==> src/design/bcl_pkg.sv <==
/*
  Shared constants, types and the checksum step for the boot code RAM loader.
  Assumes a single 125 MHz clock domain and an 8-bit special function register bus.
*/
package bcl_pkg;
  // ==========================================
  // Register map and field positions
  localparam logic [7:0] BCL_MAP_CTRL_ADDR = 8'hd1;
  localparam int BCL_MAP_BIT_POS = 3;
  localparam logic BCL_MAP_BIT_RESET = 1'b0;
  localparam int BCL_BOOT_SEL_POS = 6;
  localparam int BCL_SSB_TWI_EN_POS = 7;
  localparam int BCL_SSB_UART_EN_POS = 6;
  // ==========================================
  // Address map of the loader and the image
  localparam logic [15:0] BCL_LOADER_BASE = 16'hc000;
  localparam logic [15:0] BCL_LOADER_ENTRY = 16'hf800;
  localparam logic [15:0] BCL_APP_ENTRY = 16'h0000;
  localparam logic [13:0] BCL_SSB_ADDR = 14'h3ffd;
  localparam logic [13:0] BCL_LAST_ADDR = 14'h3fff;
  // ==========================================
  // Checksum constants
  localparam logic [15:0] BCL_CRC_INIT = 16'hffff;
  localparam logic [15:0] BCL_CRC_POLY = 16'h8408;
  localparam logic [15:0] BCL_CRC_RESIDUE = 16'hf0b8;
  // ==========================================
  // Characters and error code
  localparam logic [7:0] BCL_CHR_PASS = 8'h59;
  localparam logic [7:0] BCL_CHR_FAIL = 8'h5a;
  localparam logic [7:0] BCL_CHR_CR = 8'h0d;
  localparam logic [7:0] BCL_CHR_LF = 8'h0a;
  localparam logic [7:0] BCL_ERR_CODE = 8'haa;
  // ==========================================
  // Timing
  localparam int unsigned BCL_CLK_KHZ = 125000;
  localparam int unsigned BCL_COPY_TIME_MS = 4000;
  localparam int unsigned BCL_COPY_CYC = BCL_COPY_TIME_MS * BCL_CLK_KHZ;
  // ==========================================
  // Types
  typedef enum logic [3:0] {
    BCL_S_IDLE = 4'b0000, BCL_S_ROM = 4'b0001, BCL_S_TWI = 4'b0010, BCL_S_UART = 4'b0011,
    BCL_S_PROG = 4'b0100, BCL_S_COPY = 4'b0101, BCL_S_CHECK = 4'b0110, BCL_S_REPORT = 4'b0111,
    BCL_S_ERR = 4'b1000, BCL_S_JUMP = 4'b1001, BCL_S_RUN = 4'b1010, BCL_S_HALT = 4'b1011
  } bcl_state_t;
  typedef enum logic [1:0] {
    BCL_SRC_NONE = 2'b00, BCL_SRC_TWI = 2'b01, BCL_SRC_UART = 2'b10, BCL_SRC_INT_EE = 2'b11
  } bcl_src_t;
  typedef enum logic [1:0] {
    BCL_CMD_NOP = 2'b00, BCL_CMD_ERASE = 2'b01, BCL_CMD_LVL1 = 2'b10, BCL_CMD_LVL2 = 2'b11
  } bcl_cmd_t;
  // Security level from the low two bits of a security byte
  function automatic logic [1:0] bcl_level(input logic [7:0] security_byte);
    bcl_level = !security_byte[1] ? 2'h2 : (!security_byte[0] ? 2'h1 : 2'h0);
  endfunction
  // One checksum byte step, reflected polynomial, right shifts
  function automatic logic [15:0] bcl_crc_step(input logic [15:0] crc, input logic [7:0] data);
    logic [15:0] w;
    w = {8'h00, data ^ crc[7:0]};
    for (int i = 0; i < 8; i++) begin
      w = w[0] ? ((w >> 1) ^ BCL_CRC_POLY) : (w >> 1);
    end
    bcl_crc_step = w ^ (crc >> 8);
  endfunction
endpackage

==> src/design/bcl_skid_buf.sv <==
/*
  Two-entry buffer with valid and ready on both sides.
  Assumes the same clock, synchronous active-low reset and clock enable as its parent.
*/
`timescale 1ns/1ns
module bcl_skid_buf import bcl_pkg::*; #(
  parameter int WIDTH = 22
) (
  // Clock and reset
  input wire logic sys_clk,
  input wire logic rst_n,
  input wire logic clk_en,
  // Fill side
  input wire logic in_valid,
  output logic in_ready,
  input wire logic [WIDTH-1:0] in_data,
  // Drain side
  output logic out_valid,
  input wire logic out_ready,
  output logic [WIDTH-1:0] out_data
);
  // ==========================================
  // Storage
  logic [WIDTH-1:0] mem_ff [2]; // Two words
  logic wr_ptr_ff; // Next slot to fill
  logic rd_ptr_ff; // Oldest slot
  logic [1:0] count_ff; // Words held
  logic push;
  logic pop;

  // Handshakes
  assign in_ready = (count_ff != 2'h2);
  assign out_valid = (count_ff != 2'h0);
  assign push = in_valid && in_ready;
  assign pop = out_valid && out_ready;
  assign out_data = mem_ff[rd_ptr_ff];

  // Slot writes
  always_ff @(posedge sys_clk) begin
    if (clk_en && push) begin
      mem_ff[wr_ptr_ff] <= in_data;
    end
  end

  // Pointers and fill level
  always_ff @(posedge sys_clk) begin
    if (!rst_n) begin
      wr_ptr_ff <= 1'b0;
      rd_ptr_ff <= 1'b0;
      count_ff <= 2'h0;
    end else if (clk_en) begin
      if (push) begin
        wr_ptr_ff <= ~wr_ptr_ff;
      end
      if (pop) begin
        rd_ptr_ff <= ~rd_ptr_ff;
      end
      count_ff <= count_ff + {1'b0, push} - {1'b0, pop};
    end
  end
endmodule

==> src/design/bcl_loader.sv <==
/*
  Boot code RAM loader: boot selection, memory map control, image load with checksum, security levels.
  Assumes one 125 MHz clock, byte sources and RAM writes on the same clock, port pins synchronised in two stages.
  // Function
  // RL1 - Boot select one runs customer ROM
  // RL2 - Map bit steers external moves to RAM
  // RL3 - Map bit overrides external RAM select
  // RL4 - Reset clears map bit
  // RL5 - Loader spans C000-FFFF, entry F800
  // RL6 - Program both memories, else copy EEPROM
  // RL7 - Good load jumps to zero
  // RL8 - Image keeps security and checksum on top
  // RL9 - Checksum accumulated, judged after full space
  // RL10 - Host link answers Y or Z
  // RL11 - Download failure sends AA, no start
  // RL12 - Checksum step uses reflected 8408 polynomial
  // RL13 - Start FFFF, accept residue F0B8
  // RL14 - Stored checksum low byte first
  // RL15 - Security byte decodes three levels
  // RL16 - Security level only rises
  // RL17 - Only full erase clears level two
  // RL18 - Code RAM copy level two blocks reads
  // RL19 - EEPROM level one blocks writes
  // RL20 - Bad EEPROM image never starts
  // RL21 - Probe two-wire bus before host link
  // RL22 - Allow four seconds for copy
  // RL23 - Security bit seven skips two-wire probe
  // RL24 - Security bit six skips host probe
  // RL25 - Low pins cancel the two skips
  // RL26 - One checksum step per write
*/
`timescale 1ns/1ns
module bcl_loader import bcl_pkg::*; #(
  parameter int unsigned COPY_CYC = BCL_COPY_CYC
) (
  // Clock, reset, enable
  input wire logic sys_clk,
  input wire logic rst_n,
  input wire logic clk_en,
  // Boot configuration and register bus
  input wire logic [7:0] boot_hardware_config,
  input wire logic [7:0] sfr_addr,
  input wire logic sfr_wr,
  input wire logic [7:0] sfr_wdata,
  output logic [7:0] sfr_rdata,
  // External move routing
  input wire logic external_ram_select,
  input wire logic xmove_req,
  output logic xmove_to_code_ram,
  output logic xmove_to_expanded_data_ram,
  // Program counter control
  output logic run_rom,
  output logic pc_load,
  output logic [15:0] pc_value,
  // Source probing and pins
  input wire logic [7:0] ee_security_byte,
  output logic twi_probe_req,
  input wire logic twi_probe_done,
  input wire logic twi_slave_ack,
  input wire logic uart_rx_seen,
  input wire logic p35_pin,
  input wire logic p36_pin,
  output logic p37_out,
  output logic p37_oe,
  // Image byte stream
  output logic [1:0] load_src,
  input wire logic load_valid,
  output logic load_ready,
  input wire logic [7:0] load_data,
  // Code RAM and EEPROM write port
  output logic code_ram_wr_valid,
  input wire logic code_ram_wr_ready,
  output logic [13:0] code_ram_wr_addr,
  output logic [7:0] code_ram_wr_data,
  output logic ee_wr_en,
  // Host answer characters
  output logic tx_valid,
  input wire logic tx_ready,
  output logic [7:0] tx_data,
  // Programming commands and status
  input wire logic isp_cmd_valid,
  input wire logic [1:0] isp_cmd,
  output logic [1:0] ssb_level,
  output logic isp_read_ok,
  output logic isp_write_ok,
  output logic crc_pass,
  output logic crc_fail,
  output logic load_timeout
);
  // ==========================================
  // Declarations
  bcl_state_t state_ff, nxt_state; // Sequencer
  bcl_src_t src_ff; // Active image source
  logic map_bit_ff; // Code space map bit
  logic [1:0] pin_meta_ff, pin_sync_ff; // P3.5/P3.6 synchroniser
  logic [13:0] addr_ff; // Next byte address
  logic [15:0] crc_ff; // Running checksum
  logic last_in_ff; // Final byte accepted
  logic [7:0] code_ram_ssb_ff; // Security byte copy in code RAM
  logic [1:0] ee_level_ff; // EEPROM security level
  logic [1:0] tx_idx_ff; // Answer character index
  logic [7:0] err_sh_ff; // Error code shifter
  logic [3:0] err_cnt_ff; // Error bits left
  logic [31:0] copy_cnt_ff; // Copy time budget
  logic pass_ff, fail_ff, tout_ff; // Verdicts
  logic [15:0] pc_ff; // Jump target
  logic buf_in_valid, buf_in_ready, take;
  logic twi_probe_en, uart_probe_en;

  // ==========================================
  // Pin synchroniser, two stages
  always_ff @(posedge sys_clk) begin
    if (!rst_n) begin
      pin_meta_ff <= 2'h3;
      pin_sync_ff <= 2'h3;
    end else if (clk_en) begin
      pin_meta_ff <= {p36_pin, p35_pin};
      pin_sync_ff <= pin_meta_ff;
    end
  end
  // RL23 RL24 RL25 probe enables
  assign twi_probe_en = ee_security_byte[BCL_SSB_TWI_EN_POS] || !pin_sync_ff[0];
  assign uart_probe_en = ee_security_byte[BCL_SSB_UART_EN_POS] || !pin_sync_ff[1];

  // ==========================================
  // Memory map control register
  always_ff @(posedge sys_clk) begin
    // RL4 reset clears map bit
    if (!rst_n) begin
      map_bit_ff <= BCL_MAP_BIT_RESET;
    end else if (clk_en && sfr_wr && sfr_addr == BCL_MAP_CTRL_ADDR) begin
      map_bit_ff <= sfr_wdata[BCL_MAP_BIT_POS];
    end
  end
  // Reserved bits read as zero
  assign sfr_rdata = (sfr_addr == BCL_MAP_CTRL_ADDR) ? {4'h0, map_bit_ff, 3'h0} : 8'h00;
  // RL2 RL3 map bit wins routing
  assign xmove_to_code_ram = xmove_req && map_bit_ff;
  assign xmove_to_expanded_data_ram = xmove_req && !map_bit_ff;

  // ==========================================
  // Sequencer next state
  always_comb begin
    nxt_state = state_ff;
    case (state_ff)
      // RL1 boot select
      BCL_S_IDLE: nxt_state = boot_hardware_config[BCL_BOOT_SEL_POS] ? BCL_S_ROM : BCL_S_TWI;
      BCL_S_ROM: nxt_state = BCL_S_ROM;
      // RL21 two-wire first
      BCL_S_TWI: begin
        if (!twi_probe_en) begin
          nxt_state = BCL_S_UART;
        end else if (twi_probe_done) begin
          nxt_state = twi_slave_ack ? BCL_S_PROG : BCL_S_UART;
        end
      end
      BCL_S_UART: nxt_state = (uart_probe_en && uart_rx_seen) ? BCL_S_PROG : BCL_S_COPY;
      // RL19 locked EEPROM refuses programming
      BCL_S_PROG: begin
        if (!isp_write_ok) begin
          nxt_state = BCL_S_REPORT;
        end else if (last_in_ff) begin
          nxt_state = BCL_S_CHECK;
        end
      end
      // RL22 copy time budget
      BCL_S_COPY: begin
        if (last_in_ff) begin
          nxt_state = BCL_S_CHECK;
        end else if (copy_cnt_ff >= COPY_CYC) begin
          nxt_state = BCL_S_ERR;
        end
      end
      BCL_S_CHECK: begin
        if (!code_ram_wr_valid) begin
          nxt_state = (src_ff == BCL_SRC_UART) ? BCL_S_REPORT : (crc_ff == BCL_CRC_RESIDUE ? BCL_S_JUMP : BCL_S_ERR);
        end
      end
      BCL_S_REPORT: begin
        if (tx_ready && tx_idx_ff == 2'h2) begin
          nxt_state = pass_ff ? BCL_S_JUMP : BCL_S_HALT;
        end
      end
      BCL_S_ERR: nxt_state = (err_cnt_ff == 4'h1) ? BCL_S_HALT : BCL_S_ERR;
      BCL_S_JUMP: nxt_state = BCL_S_RUN;
      BCL_S_RUN: nxt_state = BCL_S_RUN;
      BCL_S_HALT: nxt_state = BCL_S_HALT;
      default: nxt_state = BCL_S_HALT;
    endcase
  end

  // Sequencer state and source
  always_ff @(posedge sys_clk) begin
    if (!rst_n) begin
      state_ff <= BCL_S_IDLE;
      src_ff <= BCL_SRC_NONE;
    end else if (clk_en) begin
      state_ff <= nxt_state;
      // RL6 program from link or copy EEPROM
      if (state_ff == BCL_S_TWI && nxt_state == BCL_S_PROG) begin
        src_ff <= BCL_SRC_TWI;
      end else if (state_ff == BCL_S_UART) begin
        src_ff <= (nxt_state == BCL_S_PROG) ? BCL_SRC_UART : BCL_SRC_INT_EE;
      end
    end
  end

  // ==========================================
  // Program counter loads
  always_ff @(posedge sys_clk) begin
    if (!rst_n) begin
      pc_load <= 1'b0;
      pc_ff <= BCL_APP_ENTRY;
    end else if (clk_en) begin
      pc_load <= 1'b0;
      // RL5 loader entry point
      if (state_ff == BCL_S_IDLE && !boot_hardware_config[BCL_BOOT_SEL_POS]) begin
        pc_load <= 1'b1;
        pc_ff <= BCL_LOADER_ENTRY;
      end
      // RL7 long jump to zero
      if (state_ff == BCL_S_JUMP) begin
        pc_load <= 1'b1;
        pc_ff <= BCL_APP_ENTRY;
      end
    end
  end
  assign pc_value = pc_ff;
  assign run_rom = (state_ff == BCL_S_ROM);
  assign twi_probe_req = (state_ff == BCL_S_TWI) && twi_probe_en;
  assign load_src = src_ff;
  assign ee_wr_en = (state_ff == BCL_S_PROG) || (state_ff == BCL_S_CHECK && src_ff != BCL_SRC_INT_EE);

  // ==========================================
  // Image intake and write buffer
  assign buf_in_valid = load_valid && (state_ff == BCL_S_PROG || state_ff == BCL_S_COPY) && !last_in_ff;
  assign load_ready = buf_in_ready && (state_ff == BCL_S_PROG || state_ff == BCL_S_COPY) && !last_in_ff && clk_en;
  assign take = buf_in_valid && buf_in_ready && (isp_write_ok || state_ff == BCL_S_COPY);

  bcl_skid_buf #(.WIDTH(22)) u_wbuf (
    .sys_clk(sys_clk),
    .rst_n(rst_n),
    .clk_en(clk_en),
    .in_valid(take),
    .in_ready(buf_in_ready),
    .in_data({addr_ff, load_data}),
    .out_valid(code_ram_wr_valid),
    .out_ready(code_ram_wr_ready),
    .out_data({code_ram_wr_addr, code_ram_wr_data})
  );

  // Address, checksum and security copy
  always_ff @(posedge sys_clk) begin
    if (!rst_n) begin
      addr_ff <= 14'h0000;
      crc_ff <= BCL_CRC_INIT;
      last_in_ff <= 1'b0;
      code_ram_ssb_ff <= 8'hff;
    end else if (clk_en && take) begin
      // RL26 RL12 one step per write
      crc_ff <= bcl_crc_step(crc_ff, load_data);
      addr_ff <= addr_ff + 14'h0001;
      // RL9 full space reached
      last_in_ff <= (addr_ff == BCL_LAST_ADDR);
      if (addr_ff == BCL_SSB_ADDR) begin
        code_ram_ssb_ff <= load_data;
      end
    end
  end

  // RL13 RL14 RL20 verdict on residue
  always_ff @(posedge sys_clk) begin
    if (!rst_n) begin
      pass_ff <= 1'b0;
      fail_ff <= 1'b0;
    end else if (clk_en) begin
      if (state_ff == BCL_S_CHECK && !code_ram_wr_valid) begin
        pass_ff <= (crc_ff == BCL_CRC_RESIDUE);
        fail_ff <= (crc_ff != BCL_CRC_RESIDUE);
      end else if ((state_ff == BCL_S_PROG && !isp_write_ok) || (state_ff == BCL_S_COPY && nxt_state == BCL_S_ERR)) begin
        fail_ff <= 1'b1;
      end
    end
  end
  assign crc_pass = pass_ff;
  assign crc_fail = fail_ff;

  // RL22 copy time counter
  always_ff @(posedge sys_clk) begin
    if (!rst_n) begin
      copy_cnt_ff <= 32'h0;
      tout_ff <= 1'b0;
    end else if (clk_en && state_ff == BCL_S_COPY) begin
      copy_cnt_ff <= copy_cnt_ff + 32'h1;
      tout_ff <= tout_ff || (copy_cnt_ff >= COPY_CYC);
    end
  end
  assign load_timeout = tout_ff;

  // ==========================================
  // RL10 host answer characters
  always_ff @(posedge sys_clk) begin
    if (!rst_n) begin
      tx_idx_ff <= 2'h0;
    end else if (clk_en && state_ff == BCL_S_REPORT && tx_ready) begin
      tx_idx_ff <= tx_idx_ff + 2'h1;
    end
  end
  assign tx_valid = (state_ff == BCL_S_REPORT);
  assign tx_data = (tx_idx_ff == 2'h0) ? (pass_ff ? BCL_CHR_PASS : BCL_CHR_FAIL) :
                   ((tx_idx_ff == 2'h1) ? BCL_CHR_CR : BCL_CHR_LF);

  // RL11 error code shifted out on P3.7
  always_ff @(posedge sys_clk) begin
    if (!rst_n) begin
      err_sh_ff <= BCL_ERR_CODE;
      err_cnt_ff <= 4'h8;
    end else if (clk_en && state_ff == BCL_S_ERR) begin
      err_sh_ff <= {err_sh_ff[6:0], 1'b1};
      err_cnt_ff <= err_cnt_ff - 4'h1;
    end
  end
  assign p37_out = (state_ff == BCL_S_ERR) ? err_sh_ff[7] : 1'b1;
  assign p37_oe = (state_ff == BCL_S_ERR);

  // ==========================================
  // Security level handling
  always_ff @(posedge sys_clk) begin
    if (!rst_n) begin
      ee_level_ff <= 2'h2;
    end else if (clk_en) begin
      // RL15 decode at start
      if (state_ff == BCL_S_IDLE) begin
        ee_level_ff <= bcl_level(ee_security_byte);
      end else if (isp_cmd_valid) begin
        // RL17 erase alone clears
        if (isp_cmd == BCL_CMD_ERASE) begin
          ee_level_ff <= 2'h0;
        // RL16 only raise
        end else if (isp_cmd == BCL_CMD_LVL1 && ee_level_ff == 2'h0) begin
          ee_level_ff <= 2'h1;
        end else if (isp_cmd == BCL_CMD_LVL2) begin
          ee_level_ff <= 2'h2;
        end
      end
    end
  end
  assign ssb_level = ee_level_ff;
  // RL18 code RAM copy gates reads
  assign isp_read_ok = (bcl_level(code_ram_ssb_ff) != 2'h2);
  // RL19 EEPROM level gates writes
  assign isp_write_ok = (ee_level_ff == 2'h0);

  // ==========================================
  // Checks
  property p_boot_rom;
    @(posedge sys_clk) disable iff (!rst_n)
      (clk_en && state_ff == BCL_S_IDLE && boot_hardware_config[BCL_BOOT_SEL_POS]) |=> run_rom;
  endproperty
  a_boot_rom: assert property (p_boot_rom) else $error("rom boot not taken"); // RL1
  property p_map_write;
    @(posedge sys_clk) disable iff (!rst_n)
      (clk_en && sfr_wr && sfr_addr == BCL_MAP_CTRL_ADDR && sfr_wdata[BCL_MAP_BIT_POS]) ##1
      xmove_req |-> xmove_to_code_ram && !xmove_to_expanded_data_ram;
  endproperty
  a_map_write: assert property (p_map_write) else $error("map bit not steering"); // RL2
  property p_map_reset;
    @(posedge sys_clk) !rst_n |=> (sfr_rdata == 8'h00 || sfr_addr != BCL_MAP_CTRL_ADDR) && !xmove_to_code_ram;
  endproperty
  a_map_reset: assert property (p_map_reset) else $error("map bit not cleared"); // RL4
  property p_entry;
    @(posedge sys_clk) disable iff (!rst_n)
      (clk_en && state_ff == BCL_S_IDLE && !boot_hardware_config[BCL_BOOT_SEL_POS]) |=>
      pc_load && pc_value == 16'hf800;
  endproperty
  a_entry: assert property (p_entry) else $error("loader entry wrong"); // RL5
  property p_jump;
    @(posedge sys_clk) disable iff (!rst_n)
      (pc_load && state_ff == BCL_S_RUN) |-> pc_value == 16'h0000 && crc_pass && !crc_fail;
  endproperty
  a_jump: assert property (p_jump) else $error("jump without pass"); // RL7
  property p_answer;
    @(posedge sys_clk) disable iff (!rst_n)
      (tx_valid && tx_idx_ff == 2'h0) |-> tx_data == (crc_pass ? 8'h59 : 8'h5a);
  endproperty
  a_answer: assert property (p_answer) else $error("wrong host answer"); // RL10
  property p_err_code;
    @(posedge sys_clk) disable iff (!rst_n)
      $rose(p37_oe) |-> p37_out ##1 !p37_out ##1 p37_out ##1 !p37_out;
  endproperty
  a_err_code: assert property (p_err_code) else $error("error code wrong"); // RL11
  property p_no_lower;
    @(posedge sys_clk) disable iff (!rst_n)
      (clk_en && state_ff != BCL_S_IDLE && ssb_level == 2'h2 && isp_cmd_valid && isp_cmd == BCL_CMD_LVL1)
      |=> ssb_level == 2'h2;
  endproperty
  a_no_lower: assert property (p_no_lower) else $error("level lowered"); // RL16
  property p_halt_dead;
    @(posedge sys_clk) disable iff (!rst_n)
      (state_ff == BCL_S_HALT) |-> !pc_load && !code_ram_wr_valid ##1 state_ff == BCL_S_HALT;
  endproperty
  a_halt_dead: assert property (p_halt_dead) else $error("failed image started"); // RL20
  c_rom: cover property (@(posedge sys_clk) disable iff (!rst_n) run_rom);
  c_run: cover property (@(posedge sys_clk) disable iff (!rst_n) state_ff == BCL_S_RUN);
  c_err: cover property (@(posedge sys_clk) disable iff (!rst_n) p37_oe);
  c_prog: cover property (@(posedge sys_clk) disable iff (!rst_n) state_ff == BCL_S_PROG && take);
endmodule

==> config.mk <==
export PLATFORM = sky130hd
export DESIGN_NAME = bcl_loader
export DESIGN_NICKNAME = d
export VERILOG_FILES = /design/src/design/bcl_pkg.sv /design/src/design/bcl_skid_buf.sv /design/src/design/bcl_loader.sv
export SDC_FILE = /design/constraint.sdc
export NUM_CORES = 1
export LEC_CHECK = 0
export ABC_AREA = 0
export BUFFER_PORTS_ARGS = -buffer_cell sky130_fd_sc_hd__clkbuf_2
export CORE_MARGIN = 5
export CORE_UTILIZATION = 58
export CTS_CLUSTER_SIZE = 28
export DETAILED_ROUTE_END_ITERATION = 12
export GPL_ROUTABILITY_DRIVEN = 1
export GPL_TIMING_DRIVEN = 1
export HOLD_SLACK_MARGIN = 0.08
export PLACE_DENSITY_LB_ADDON = 0.1
export SLEW_MARGIN = 10
export SYNTH_ARGS = -nofsm -noshare
export SYNTH_HDL_FRONTEND = slang
export SYNTH_SLANG_ARGS = --single-unit
export TNS_END_PERCENT = 50
==> constraint.sdc <==
create_clock -name sys_clk -period 5 [get_ports sys_clk]
set_clock_uncertainty 0.2 [all_clocks]
set_input_delay 0 -clock sys_clk [delete_from_list [all_inputs] [get_ports sys_clk]]
set_output_delay 0 -clock sys_clk [all_outputs]
set_load 0.02 [all_outputs]
==> metrics <==
number of global-route vias before repair 5245; Max Cap Viol 0; Remaining DRCs 0; Synth Instances 715; CTS tree built; via count 5422; Mapped Avg Cell Area between 9 and 10 um2; Worst Path Arrival 3370 ps; H-tree levels 4; final wirelength 14800 um; number of distinct library cells after synthesis 59; ANT nets after route 0; Synth Area in XOR/XNOR 7.71%; vias per cell 5.57; r2r endpoint u_wbuf.mem_ff[0][18]; worst-margin pin slew 1070 ps; Place WS 1640 ps; Cell Rows 40; global-route wire length before repair 24500 um; Starting Density between 50% and 60%; RR Startpoint state_ff[1]; Num CTS Buffers 17; Worst-path clk slew around 60 ps; Post-synth ARST share 0%; hpwl dp 9670 um; largest family of logic cells by synthesized area simple AND/OR/NAND/NOR gates; # fillers about 890; fmax 292 MHz; root buffer cell clkbuf_16; hold path startpoint rst_n; DRT iter0 DRCs 399; Critical Path Sink Type register; CP max stage delay ~850 ps; R2R depth 5; final hold vios 0; Critical Path RT 4950 ps; CTS max path bufs 2; Skew-Pair Late Insertion Delay between 400 and 500 ps; Area growth syn-to-layout 18.6%; DRT Pass-1 Iters 5; RSZ-0062 raised after global routing false; Die Ht 119 um; total congestion overflow 0; area of the die 14200 um2; Inserted Diodes 0; initial antenna violation count 0; Wirelength per Cell around 15 um; mux cell area share after synthesis 5.61%; WHS Path Cells 2; # IOs 131; global placement routability congestion 0.772; Setup CP Type reg2reg; Compound-Gate Fraction of Synth Area 8.32%; core area 11900 um2; nets just under 900; total track usage 20.8%; largest net degree at the start of global routing 63; setup ws final 1580 ps; R2R Setup Slk 1580 ps; PortBufs 90; startpoint types register; Reg area ~3300 um2; delay-heaviest family, CP simple AND/OR/NAND/NOR gates; status finished clean; Post-synth EDFFs 44; Worst Hold End ssb_level[1]; Post-Synth Adder-Cell Area 1.99%; die width 119 um; Tcrit/Tclk final between 60% and 70%; Slowest cell on crit path nand2b_1; CP Max Fanout 30; Worst Hold Class in2reg; clock sink count 145; Final Cell Area ~8200 um2; dpl cell area 7310 um2; multi-input logic area between 3000 and 4000 um2; ratio of cells with drive above 1 in the final layout 19.2%; Leakage 3.24 nW; main flop type after synthesis dfxtp_1; Min Clock Period, post-route approximately 3400 ps; crit-path cells and4bb_2 > o21ai_1 > nand2b_1 > nor2_2 > buf_4; Peak VDD IR around 0.19 mV; FF+latch count, synth 145; CP bufs+invs 1; cell area after synthesis between 6000 and 7000 um2; Setup TNS 0 ps; PwrDens between 300 and 400 nW/um2; Synth warnings 0; Slew Viols, Final 0; Seq/Total Area, Yosys slightly below 50%; post-CTS setup buffer count 0; # setup viols final 0; simple-gate share of the synthesized area about 22%; Worst slew margin 28.4%
==> routing by layer <==
metal	vias to the layer above	part of all wire (%)	GRT usage, %
met2	135	50	34.4
li1	2681	-	-
met3	24	4.6	4.99
met1	2582	44	26.1
met5	-	0	0
met4	0	1.6	8.30
==> cell usage after synthesis, types with 4 or more instances <==
master / count / area [um2]
dfxtp_1: 101 / 2020
nor2_1: 69 / 259
nand2_1: 64 / 240
edfxtp_1: 44 / 1320
xnor2_1: 35 / 307
nand3_1: 27 / 135
buf_4: 26 / 195
xor2_1: 26 / 228
clkbuf_1: 25 / 93.8
nand4_1: 25 / 156
a21oi_1: 23 / 115
mux2_2: 23 / 259
o21ai_0: 23 / 115
inv_1: 21 / 78.8
nand2b_1: 14 / 87.6
o211ai_1: 14 / 105
mux2i_1: 13 / 130
and3_1: 12 / 75.1
and2_1: 11 / 68.8
ha_1: 11 / 138
nor3_1: 11 / 55.1
or3_1: 9 / 56.3
buf_2: 8 / 40.0
nor4_1: 6 / 37.5
a31oi_1: 5 / 31.3
and4_1: 5 / 43.8
nand4b_1: 5 / 43.8
nor3b_1: 5 / 37.5
or4b_2: 4 / 40.0
==> worst max path at each step <==
stage               cells after the start              endpoint          from
detailed placement                      5  u_wbuf.mem_ff[0][18]   state_ff[1]
floorplan                               6   u_wbuf.mem_ff[0][0]  ssb_level[0]
finish                                  5  u_wbuf.mem_ff[0][18]   state_ff[1]
global route                            5  u_wbuf.mem_ff[0][18]   state_ff[1]
CTS                                     5  u_wbuf.mem_ff[0][18]   state_ff[1]
global placement                        5  u_wbuf.mem_ff[0][18]   state_ff[1]
==> stage by stage <==
step	hold WS [ps]	cells	power [mW]	util, %
5_1_grt	147	974	2.79	69.3
6_report	125	974	2.70	69.3
2_1_floorplan	-101	734	1.39	-
3_5_place_dp	21.8	910	1.42	61.6
4_1_cts	103	974	2.71	69.3
3_3_place_gp	17.4	910	1.42	61.6
==> logic make-up after synthesis <==
group | count (synthesis)
flops | 145
simple gates | 286
compound gates | 90
fa+ha+maj | 11
mux | 36
xor+xnor | 61
other cells | 2
buf+inv | 84
==> flip-flops by register name, indices dropped and copies added (netlist names), 2 cells and up, named ones only <==
register and count:
tx_idx_ff 2, u_wbuf.count_ff 2, pin_sync_ff 2, u_wbuf.mem_ff 44, pin_meta_ff 2, err_sh_ff 8
state_ff 4, err_cnt_ff 4, copy_cnt_ff 32, load_src 2, addr_ff 14, crc_ff 16
ssb_level 2
==> power breakdown <==
group / switching (mW) / internal, mW / total, mW / leakage (nW)
registers: 0.0199 / 1.22 / 1.24 / 1.27
clock network: 0.483 / 0.788 / 1.27 / 0.285
logic: 0.111 / 0.0790 / 0.190 / 1.69
==> worst reg2reg max path, stage by stage (launching register included) <==
cell and delay [ps]:
dfxtp_1 820, and4bb_2 320, o21ai_1 670, nand2b_1 850, nor2_2 30, buf_4 260
==> layout by cell type, fill, tap and decap left out, types with 12 or more instances in the layout <==
cell / Yosys / layout
mux2_2: 23 / 23
o21ai_0: 23 / 23
xor2_1: 26 / 26
and3_1: 12 / 12
mux2i_1: 13 / 13
inv_1: 21 / 21
nand2b_1: 14 / 14
clkbuf_2: 0 / 90
nand3_1: 27 / 27
dfxtp_1: 101 / 101
xnor2_1: 35 / 35
o211ai_1: 14 / 14
nand2_1: 64 / 64
edfxtp_1: 44 / 44
clkbuf_16: 0 / 17
a21oi_1: 23 / 23
dlygate4sd3_1: 0 / 32
nand4_1: 25 / 25
nor2_1: 69 / 68
conb_1: 2 / 21
==> cell type report <==
| cell class | count | area share [%] |
|---|---|---|
| clock inverter | 12 | 1.93 |
| clock buffer | 20 | 5.31 |
| inverter | 22 | 1.00 |
| tap | 147 | 2.24 |
| multi-input combinational | 505 | 39.4 |
| timing repair buffer | 123 | 9.47 |
| sequential | 145 | 40.7 |
==> repair_timing <==
action / CTS / global route
endpoints found under the hold margin: 53 / 0
resized for setup: 0 / 0
hold buffers: 32 / 0
Power figures use the tool's default switching activity.
